`config.mk`:
```
export PLATFORM = sky130hd
export DESIGN_NAME = pwm_group
export DESIGN_NICKNAME = d
export VERILOG_FILES = /design/src/inc/pwm_group_pkg.sv /design/src/inc/chan_if.sv /design/src/clock_prescaler.sv /design/src/chan_counter.sv /design/src/pwm_group.sv
export SDC_FILE = /design/constraint.sdc
export NUM_CORES = 1
export LEC_CHECK = 0
export ABC_AREA = 1
export BUFFER_PORTS_ARGS = -buffer_cell sky130_fd_sc_hd__buf_2
export CORE_MARGIN = 2
export CORE_UTILIZATION = 40
export DETAILED_ROUTE_END_ITERATION = 12
export SLEW_MARGIN = 20
export SYNTH_ARGS = -nofsm -noshare
export SYNTH_HDL_FRONTEND = slang
export SYNTH_SLANG_ARGS = --single-unit
```
`constraint.sdc`:
```
create_clock -name CLK -period 3.1 [get_ports CLK]
set_input_delay 0.465 -clock CLK [delete_from_list [all_inputs] [get_ports CLK]]
set_output_delay 0.465 -clock CLK [all_outputs]
set_load 0.005 [all_outputs]
```
`src/inc/pwm_group_pkg.sv`:
```
// Register map, field layout and reset values of the PWM group
package pwm_group_pkg;
    localparam int NCH = 3;
    localparam int CH_M = 0;
    localparam int CH_A = 1;
    localparam int CH_B = 2;
    localparam int DW = 16;
    localparam int AW = 8;
    localparam int PW = 4;

    ////////////////////////////////////////////////////////////////////////////////////////////
    // Register offsets (byte addresses)
    localparam logic [AW-1:0] OFS_UNIT = 8'h00;
    localparam logic [AW-1:0] OFS_PRESCALE = 8'h04;
    localparam logic [AW-1:0] OFS_MODE0 = 8'h08;
    localparam logic [AW-1:0] OFS_MODE1 = 8'h0c;
    localparam logic [AW-1:0] OFS_MODE2 = 8'h10;
    localparam logic [AW-1:0] OFS_PERIOD = 8'h14;
    localparam logic [AW-1:0] OFS_DUTY_A = 8'h18;
    localparam logic [AW-1:0] OFS_DUTY_B = 8'h1c;
    localparam logic [AW-1:0] OFS_CNT_M = 8'h20;
    localparam logic [AW-1:0] OFS_CNT_A = 8'h24;
    localparam logic [AW-1:0] OFS_CNT_B = 8'h28;
    localparam logic [AW-1:0] OFS_START = 8'h2c;
    localparam logic [AW-1:0] OFS_STOP = 8'h30;
    localparam logic [AW-1:0] OFS_ENABLE = 8'h34;
    localparam logic [AW-1:0] OFS_OUT_VAL = 8'h38;
    localparam logic [AW-1:0] OFS_OUT_EN = 8'h3c;
    localparam logic [AW-1:0] OFS_OUT_LVL = 8'h40;
    localparam logic [AW-1:0] OFS_OUT_MODE = 8'h44;

    ////////////////////////////////////////////////////////////////////////////////////////////
    // Fields of channel_mode_config and prescale_select
    localparam int MODE_START_IRQ = 0;
    localparam int MODE_OP_LO = 1;
    localparam int MODE_EDGE_LO = 6;
    localparam int MODE_TRIG_LO = 8;
    localparam int MODE_MASTER = 11;
    localparam int MODE_CCS = 12;
    localparam int MODE_CKS_LO = 14;
    localparam logic [1:0] CKS_CLK_A = 2'h0;
    localparam logic [1:0] CKS_CLK_B = 2'h2;
    localparam logic [2:0] OP_INTERVAL = 3'h0;
    localparam int PRE_B_LO = 4;

    ////////////////////////////////////////////////////////////////////////////////////////////
    // Reset values
    localparam logic [DW-1:0] RST_MODE = 16'h0000;
    localparam logic [DW-1:0] RST_DATA = 16'h0000;
    localparam logic [DW-1:0] RST_COUNT = 16'hffff;
    localparam logic [7:0] RST_PRESCALE = 8'h00;

    typedef enum {SL_IDLE, SL_LOADED, SL_RUN} slave_state_t;
endpackage

```
`src/inc/chan_if.sv`:
```
// Control and status carrier between the group top and one channel counter
`timescale 1ns/100ps
`default_nettype none
interface chan_if;
    import pwm_group_pkg::*;
    logic tick;
    logic run;
    logic start;
    logic trig;
    logic start_irq;
    logic [DW-1:0] data;
    logic [DW-1:0] count;
    logic irq;
    logic pend;
    logic act_set;
    logic act_clr;
    modport ctrl (output tick, run, start, trig, start_irq, data,
                  input count, irq, pend, act_set, act_clr);
    modport cnt (input tick, run, start, trig, start_irq, data,
                 output count, irq, pend, act_set, act_clr);
endinterface
`default_nettype wire

```
`src/clock_prescaler.sv`:
```
// Divider that makes the two prescaled count-clock enables
`timescale 1ns/100ps
`default_nettype none
module clock_prescaler
    import pwm_group_pkg::*;
(
    input wire logic clk,
    input wire logic rst,
    input wire logic unit_en,
    input wire logic [PW-1:0] sel_a,
    input wire logic [PW-1:0] sel_b,
    output logic tick_a,
    output logic tick_b
);
    logic [15:0] div;

    function automatic logic hit(input logic [15:0] d, input logic [PW-1:0] s);
        logic [15:0] mask;
        mask = (16'h0001 << s) - 16'h0001;
        return (d & mask) == mask;
    endfunction

    always_ff @(posedge clk) begin
        if (rst || !unit_en) begin
            div <= 16'h0000;
        end else begin
            div <= div + 16'h0001;
        end
    end

    always_ff @(posedge clk) begin
        if (rst || !unit_en) begin
            tick_a <= 1'b0;
            tick_b <= 1'b0;
        end else begin
            tick_a <= hit(div, sel_a);
            tick_b <= hit(div, sel_b);
        end
    end
endmodule // clock_prescaler
`default_nettype wire

```
`src/chan_counter.sv`:
```
// One down counter: interval mode for the master, one-count mode for a slave
`timescale 1ns/100ps
`default_nettype none
module chan_counter
    import pwm_group_pkg::*;
#(
    parameter bit IS_MASTER = 1'b0
) (
    input wire logic clk,
    input wire logic rst,
    input wire logic unit_en,
    chan_if.cnt ch
);
    slave_state_t state;

    always_ff @(posedge clk) begin
        if (rst || !unit_en) begin
            ch.count <= RST_COUNT;
            ch.pend <= 1'b0;
            ch.irq <= 1'b0;
            ch.act_set <= 1'b0;
            ch.act_clr <= 1'b0;
            state <= SL_IDLE;
        end else begin
            ch.irq <= 1'b0;
            ch.act_set <= 1'b0;
            ch.act_clr <= 1'b0;
            if (IS_MASTER) begin
                if (ch.start) begin
                    ch.pend <= 1'b1;
                end else if (ch.run && ch.tick) begin
                    if (ch.pend) begin
                        ch.count <= ch.data;
                        ch.pend <= 1'b0;
                        ch.irq <= ch.start_irq;
                    end else if (ch.count == 16'h0000) begin
                        ch.count <= ch.data;
                        ch.irq <= 1'b1;
                    end else begin
                        ch.count <= ch.count - 16'h0001;
                    end
                end
            end else begin
                if (ch.start) begin
                    state <= SL_IDLE;
                end else if (ch.run && ch.trig) begin
                    ch.count <= ch.data;
                    state <= SL_LOADED;
                end else if (ch.run && ch.tick) begin
                    case (state)
                        SL_LOADED: begin
                            if (ch.count == 16'h0000) begin
                                ch.act_clr <= 1'b1;
                                ch.irq <= 1'b1;
                                state <= SL_IDLE;
                            end else begin
                                ch.act_set <= 1'b1;
                                ch.count <= ch.count - 16'h0001;
                                state <= SL_RUN;
                            end
                        end
                        SL_RUN: begin
                            if (ch.count == 16'h0000) begin
                                ch.act_clr <= 1'b1;
                                ch.irq <= 1'b1;
                                state <= SL_IDLE;
                            end else begin
                                ch.count <= ch.count - 16'h0001;
                            end
                        end
                        default: begin
                        end
                    endcase
                end
            end
        end
    end
endmodule // chan_counter
`default_nettype wire

```
`src/pwm_group.sv`:
```
// Master and two slave channels producing two PWM outputs
//
// Operation
// - Each slave loads its duty data into its counter on every master interrupt.
// - Master counts down; at zero raises interrupt, reloads period, keeps counting.
// - Slave output goes active one count clock after the master interrupt.
// - Slave output goes inactive when its counter reaches zero; counter then stops.
// - With the start-interrupt bit set, master interrupts when counting starts.
// - Clock field 00 picks prescaled clock A, 10 picks B; count select 0.
// - Master designation bit is settable on channel 2, fixed 0 on channel 0.
// - One write starts all three; enable bits set, trigger bits self-clear.
// - Stop clears all enables; counters freeze, outputs hold their level.
// - All count registers are readable at any time; capture status unused.
// - Enabling a slave output does not change the pin while stopped.
// - Writes other than to the unit register are ignored while the unit clock enable is 0.
// - Clearing the unit clock enable resets the timer and returns pins to port mode.
// - A slave that reached zero stays stopped until the next master interrupt.
// - Period is master value plus one; duty is slave value over that.
// - A duty value beyond the period keeps the slave output continuously active.
`timescale 1ns/100ps
`default_nettype none
module pwm_group
    import pwm_group_pkg::*;
(
    input wire logic CLK,
    input wire logic RST,
    input wire logic [AW-1:0] ADDR,
    input wire logic [DW-1:0] WDATA,
    input wire logic WR_STROBE,
    input wire logic RD_STROBE,
    output logic [DW-1:0] RDATA,
    output logic PWM_OUT_A,
    output logic PWM_OUT_B,
    output logic MASTER_OUT,
    output logic TIMER_PIN_MODE,
    output logic PERIOD_IRQ,
    output logic DUTY_IRQ_A,
    output logic DUTY_IRQ_B
);
    logic unit_clock_enable;
    logic [7:0] prescale_select;
    logic [DW-1:0] channel_mode_config [NCH];
    logic [DW-1:0] chan_data [NCH];
    logic [NCH-1:0] channel_enable_status;
    logic [NCH-1:0] start_pulse;
    logic [NCH-1:0] output_value_bits;
    logic [NCH-1:0] output_enable_bits;
    logic [NCH-1:0] output_level_bits;
    logic [NCH-1:0] output_mode_bits;
    logic [NCH-1:0] act_set;
    logic [NCH-1:0] act_clr;
    logic [NCH-1:0] irq;
    logic [DW-1:0] count_val [NCH];
    logic prescaled_clock_a;
    logic prescaled_clock_b;
    logic wr;
    logic master_pend;

    chan_if chan [NCH] ();

    ////////////////////////////////////////////////////////////////////////////////////////////
    // Unit clock enable and register writes
    assign wr = WR_STROBE && unit_clock_enable;

    always_ff @(posedge CLK) begin
        if (RST) begin
            unit_clock_enable <= 1'b0;
        end else if (WR_STROBE && ADDR == OFS_UNIT) begin
            unit_clock_enable <= WDATA[0];
        end
    end

    always_ff @(posedge CLK) begin
        if (RST || !unit_clock_enable) begin
            prescale_select <= RST_PRESCALE;
            for (int i = 0; i < NCH; i++) begin
                channel_mode_config[i] <= RST_MODE;
                chan_data[i] <= RST_DATA;
            end
        end else if (wr) begin
            case (ADDR)
                OFS_PRESCALE: prescale_select <= WDATA[7:0];
                OFS_MODE0: begin
                    channel_mode_config[CH_M] <= WDATA;
                    channel_mode_config[CH_M][MODE_MASTER] <= 1'b0;
                end
                OFS_MODE1: channel_mode_config[CH_A] <= WDATA;
                OFS_MODE2: channel_mode_config[CH_B] <= WDATA;
                OFS_PERIOD: chan_data[CH_M] <= WDATA;
                OFS_DUTY_A: chan_data[CH_A] <= WDATA;
                OFS_DUTY_B: chan_data[CH_B] <= WDATA;
                default: begin
                end
            endcase
        end
    end

    ////////////////////////////////////////////////////////////////////////////////////////////
    // Start and stop triggers
    always_ff @(posedge CLK) begin
        if (RST || !unit_clock_enable) begin
            channel_enable_status <= '0;
            start_pulse <= '0;
        end else begin
            start_pulse <= '0;
            if (wr && ADDR == OFS_START) begin
                channel_enable_status <= channel_enable_status | WDATA[NCH-1:0];
                start_pulse <= WDATA[NCH-1:0];
            end else if (wr && ADDR == OFS_STOP) begin
                channel_enable_status <= channel_enable_status & ~WDATA[NCH-1:0];
            end
        end
    end

    ////////////////////////////////////////////////////////////////////////////////////////////
    // Output control bits and pin levels
    always_ff @(posedge CLK) begin
        if (RST || !unit_clock_enable) begin
            output_value_bits <= '0;
            output_enable_bits <= '0;
            output_level_bits <= '0;
            output_mode_bits <= '0;
        end else begin
            if (wr && ADDR == OFS_OUT_EN) output_enable_bits <= WDATA[NCH-1:0];
            if (wr && ADDR == OFS_OUT_LVL) output_level_bits <= WDATA[NCH-1:0];
            if (wr && ADDR == OFS_OUT_MODE) output_mode_bits <= WDATA[NCH-1:0];
            for (int i = 0; i < NCH; i++) begin
                if (wr && ADDR == OFS_OUT_VAL && !output_enable_bits[i]) begin
                    output_value_bits[i] <= WDATA[i];
                end else if (channel_enable_status[i] && output_enable_bits[i]
                             && output_mode_bits[i]) begin
                    if (act_set[i]) output_value_bits[i] <= 1'b1;
                    else if (act_clr[i]) output_value_bits[i] <= 1'b0;
                end
            end
        end
    end

    always_ff @(posedge CLK) begin
        if (RST) begin
            PWM_OUT_A <= 1'b0;
            PWM_OUT_B <= 1'b0;
            MASTER_OUT <= 1'b0;
            TIMER_PIN_MODE <= 1'b0;
            PERIOD_IRQ <= 1'b0;
            DUTY_IRQ_A <= 1'b0;
            DUTY_IRQ_B <= 1'b0;
        end else begin
            PWM_OUT_A <= output_value_bits[CH_A] ^ (output_level_bits[CH_A] & output_mode_bits[CH_A]);
            PWM_OUT_B <= output_value_bits[CH_B] ^ (output_level_bits[CH_B] & output_mode_bits[CH_B]);
            MASTER_OUT <= output_value_bits[CH_M];
            TIMER_PIN_MODE <= unit_clock_enable;
            PERIOD_IRQ <= irq[CH_M];
            DUTY_IRQ_A <= irq[CH_A];
            DUTY_IRQ_B <= irq[CH_B];
        end
    end

    ////////////////////////////////////////////////////////////////////////////////////////////
    // Register reads
    always_ff @(posedge CLK) begin
        if (RST) begin
            RDATA <= '0;
        end else if (RD_STROBE) begin
            case (ADDR)
                OFS_UNIT: RDATA <= {15'h0000, unit_clock_enable};
                OFS_PRESCALE: RDATA <= {8'h00, prescale_select};
                OFS_MODE0: RDATA <= channel_mode_config[CH_M];
                OFS_MODE1: RDATA <= channel_mode_config[CH_A];
                OFS_MODE2: RDATA <= channel_mode_config[CH_B];
                OFS_PERIOD: RDATA <= chan_data[CH_M];
                OFS_DUTY_A: RDATA <= chan_data[CH_A];
                OFS_DUTY_B: RDATA <= chan_data[CH_B];
                OFS_CNT_M: RDATA <= count_val[CH_M];
                OFS_CNT_A: RDATA <= count_val[CH_A];
                OFS_CNT_B: RDATA <= count_val[CH_B];
                OFS_ENABLE: RDATA <= {13'h0000, channel_enable_status};
                OFS_OUT_VAL: RDATA <= {13'h0000, output_value_bits};
                OFS_OUT_EN: RDATA <= {13'h0000, output_enable_bits};
                OFS_OUT_LVL: RDATA <= {13'h0000, output_level_bits};
                OFS_OUT_MODE: RDATA <= {13'h0000, output_mode_bits};
                default: RDATA <= '0;
            endcase
        end else begin
            RDATA <= '0;
        end
    end

    ////////////////////////////////////////////////////////////////////////////////////////////
    // Prescaler and channel counters
    clock_prescaler u_pre (
        .clk(CLK),
        .rst(RST),
        .unit_en(unit_clock_enable),
        .sel_a(prescale_select[PW-1:0]),
        .sel_b(prescale_select[PRE_B_LO +: PW]),
        .tick_a(prescaled_clock_a),
        .tick_b(prescaled_clock_b)
    );

    for (genvar i = 0; i < NCH; i++) begin : g_ch
        logic [1:0] cks;
        assign cks = channel_mode_config[i][MODE_CKS_LO +: 2];
        assign chan[i].tick = !channel_mode_config[i][MODE_CCS]
            && ((cks == CKS_CLK_B) ? prescaled_clock_b
                : (cks == CKS_CLK_A) ? prescaled_clock_a : 1'b0);
        assign chan[i].run = channel_enable_status[i];
        assign chan[i].start = start_pulse[i];
        assign chan[i].trig = (i != CH_M) && irq[CH_M];
        assign chan[i].start_irq = channel_mode_config[i][MODE_START_IRQ];
        assign chan[i].data = chan_data[i];
        assign count_val[i] = chan[i].count;
        assign irq[i] = chan[i].irq;
        assign act_set[i] = chan[i].act_set;
        assign act_clr[i] = chan[i].act_clr;
        chan_counter #(.IS_MASTER(i == CH_M)) u_cnt (
            .clk(CLK),
            .rst(RST),
            .unit_en(unit_clock_enable),
            .ch(chan[i])
        );
    end
    assign master_pend = chan[CH_M].pend;

    ////////////////////////////////////////////////////////////////////////////////////////////
    // Checks
    logic seen_trig_a;
    always_ff @(posedge CLK) begin
        if (RST || irq[CH_M]) seen_trig_a <= !RST;
        else if (chan[CH_A].tick) seen_trig_a <= 1'b0;
    end
endmodule // pwm_group
`default_nettype wire

```
==> flow_summary.yaml <==
timing:
  rsz0062_at_grt: "false"
  drv_slew: 0
  fmax_ghz: 0.459
  timing_hold_violations_final: 0
  fin_crit_sh_pct: 70.3
  skew_ns: 0.0160
  setup_viol: 0
  finalSetupTns_ns: 0
  worst_slew_pin_slew_ns: 0.810
  max_slew_margin_pct: 45.8
  finalCriticalPeriod_ns: 2.18
placed_design:
  finalWeightedCongestion: 0.907
  io_buffers: 50
  post_dp_cell_area_sq_um: 12600
  dp.cells: 2083
  dp_hpwl_mm: 29.1
pwr:
  swShare_pct: 21.8
  comb_power_share_pct: 1.9
  intPower_w: 0.00477
  power.density_nw_per_um2: 456
  p_leak_nw: 6.05
  seq_power_share_pct: 49.4
  ir_worst_vdd_mv: 0.369
  clockPowerShare_pct: 48.7
  switchingPower_w: 0.00133
yosys:
  synth_cells: 1670
  async_flop_share_pct: 0
  ys_seq_elements: 221
  synth_most_common_cell: "nand2_1"
  yosys.area.top_type_share_pct: 24.2
  synth-seq-area-share_pct: 45.3
  yosys-top-cells-count: "nand2_1 (450), nand3_1 (261), nor2_1 (223)"
  ys_top_cells_by_area: "edfxtp_1 (24%), dfxtp_1 (21%), nand2_1 (14%)"
  synth-main-ff-cell: "dfxtp_1"
  ys_warn_count: 0
  synthesis.nets: 1709
  ys_types: 40
  synth_area_sq_um: 11900
  synth_edf_count: 96
  yosysTopAreaCell: "edfxtp_1"
  synth.avg_cell_area_sq_um: 7.12
hold_path:
  hold_end: "DUTY_IRQ_A$_SDFF_PP0_"
  hold_path.class: "in -> reg"
  hp-start: "RST"
  min_path_cells: 2
routing:
  num_vias: 11194
  drt_pass1_iterations: 5
  vias_per_cell: 5.25
  ant_nets: 0
  wirelength_mm: 38.5
  avgRoutedWirePerCell_um: 18.1
  drtIter0Drc: 1109
  drc: 0
clock_tree:
  cts_tree: "built"
  clock_path_buffers: 3
  cts.repair.resized: 0
  cts_sinks: 221
  clk_latency_ns: 0.54
  cts_buffers: 26
  htree_levels: 1
  path_clk_slew_ns: 0.06
  root_buffer: "clkbuf_16"
  cts_setup_buffers: 0
  ctsHoldBuffers: 0
critical_path:
  crit_type: "reg -> reg"
  start_kind: "flop"
  critPathRequiredTime_ns: 3.57
  rr_endpoint: "g_ch[1].u_cnt.ch.count[14]$_SDFFE_PP1P_"
  r2r_cells: 8
  crit_fanout: 17
  crit_arrival_ns: 2.65
  reg2reg_slack_ns: 0.92
  end_kind: "flop"
global_route:
  grt_overflow: 0
  grt_max_degree: 80
  grt_first_pass_wirelength_mm: 59.4
  grt_antenna_before_repair: 0
  grt_pass1_vias: 10317
  track_usage_pct: 24.8
floorplanning:
  core_sq_um: 29500
  fp.dieH_um: 176
  io_pins: 51
  start_util_pct: 40.3
  rows: 63
  die_x_um: 176
  dieArea_sq_um: 31100
finish:
  drive_gt1_share_pct: 8.85
  post-route-util_pct: 45.4
  multi_input_area_sq_um: 5450
  finish.instance_area_sq_um: 13400
  layout.nets: 1760
  instances_no_fill: 2131
  nFillCells: 3030
  seq_area_sq_um: 5390
  area_delta_synth_final_pct: 12.5
  antenna_cells: 0
status:
  status: "finished clean"
run:
  max_cap_viol_count: 0
flip-flops by register name, summed over array words and instances (netlist names), 2 cells and up, named ones only:
name                   cells
RDATA                     16
chan_data                 48
channel_mode_config       48
g_ch.u_cnt.ch.act_set      2
g_ch.u_cnt.ch.count       48
g_ch.u_cnt.ch.irq          2
g_ch.u_cnt.state           4
output_enable_bits         3
output_level_bits          3
output_mode_bits           3
output_value_bits          3
prescale_select            8
start_pulse                3
u_pre.div                 15
final cells by class:
cell class                 count  area share, %
multi-input combinational   1195           40.7
inverter                     196           5.50
sequential                   221           40.2
timing repair buffer          81           3.70
clock inverter                17           1.09
clock buffer                  31           5.08
tap                          390           3.65
layout by cell type (no fill, tap or decap), types with 30 or more instances in the layout:
cell type / Yosys / layout
a21oi_1: 75 / 75
buf_2: 28 / 50
buf_4: 15 / 30
dfxtp_1: 125 / 125
edfxtp_1: 96 / 96
inv_1: 189 / 189
nand2_1: 450 / 450
nand3_1: 261 / 261
nor2_1: 223 / 222
o21ai_0: 82 / 78
metrics by stage:
stage	worst slack (ns)	power (W)	hold WS, ns
after floorplan	0.431	0.00314	0.403
after global placement	0.682	0.00319	0.434
after detailed placement	0.651	0.00319	0.429
after CTS	0.936	0.00614	0.236
after global routing	0.804	0.00628	0.231
final	0.922	0.00611	0.231
metal layers:
metal | up-vias | wire length (um) | GRT usage (%)
met2 | 462 | 17500 | 40.1
met1 | 5107 | 16600 | 33.6
li1 | 5533 | - | -
met4 | 0 | 1630 | 9.47
met5 | - | 0 | 0
met3 | 92 | 2830 | 3.77
worst max-delay path by stage:
stage	endpoint	slack, ns	cells past startpoint
after floorplan	chan_data[0][16]$_DFFE_PP_	0.43	6
after global placement	channel_mode_config[0][11]$_SDFFCE_PP0P_	0.68	8
after detailed placement	channel_mode_config[0][11]$_SDFFCE_PP0P_	0.65	8
after CTS	g_ch[2].u_cnt.ch.act_clr$_SDFF_PP0_	0.94	8
after global routing	g_ch[1].u_cnt.ch.count[14]$_SDFFE_PP1P_	0.80	8
final	g_ch[1].u_cnt.ch.count[14]$_SDFFE_PP1P_	0.92	8
cells by family (layout without fill, tap and decap cells):
| kind of cell | count (synthesis) | after routing | share of synthesized area, % |
|---|---|---|---|
| compound gates | 173 | 173 | 7.73 |
| xor+xnor | 7 | 7 | 0.516 |
| fa+ha+maj | 11 | 11 | 1.16 |
| buf+inv | 254 | 325 | 9.04 |
| flops | 221 | 221 | 45.3 |
| simple gates | 1004 | 1004 | 36.3 |
critical path: stages, from the launching register on:
cell and delay (ns):
dfxtp_1 0.51, nand2_1 0.09, nor2_1 0.11, nand2_1 0.22, o21ai_1 0.21, nand3_2 0.37
inv_2 0.41, nand3_1 0.11, nand2_1 0.08
power by group through the flow:
stage	logic, W	registers, W	clock network (W)
after CTS	0.000117	0.00302	0.00300
final	0.000118	0.00302	0.00297
after global placement	0.000116	0.00308	0
after global routing	0.000127	0.00301	0.00314
after floorplan	0.0000591	0.00308	0
after detailed placement	0.000116	0.00308	0
No activity file was read; power rests on OpenSTA's default activity.
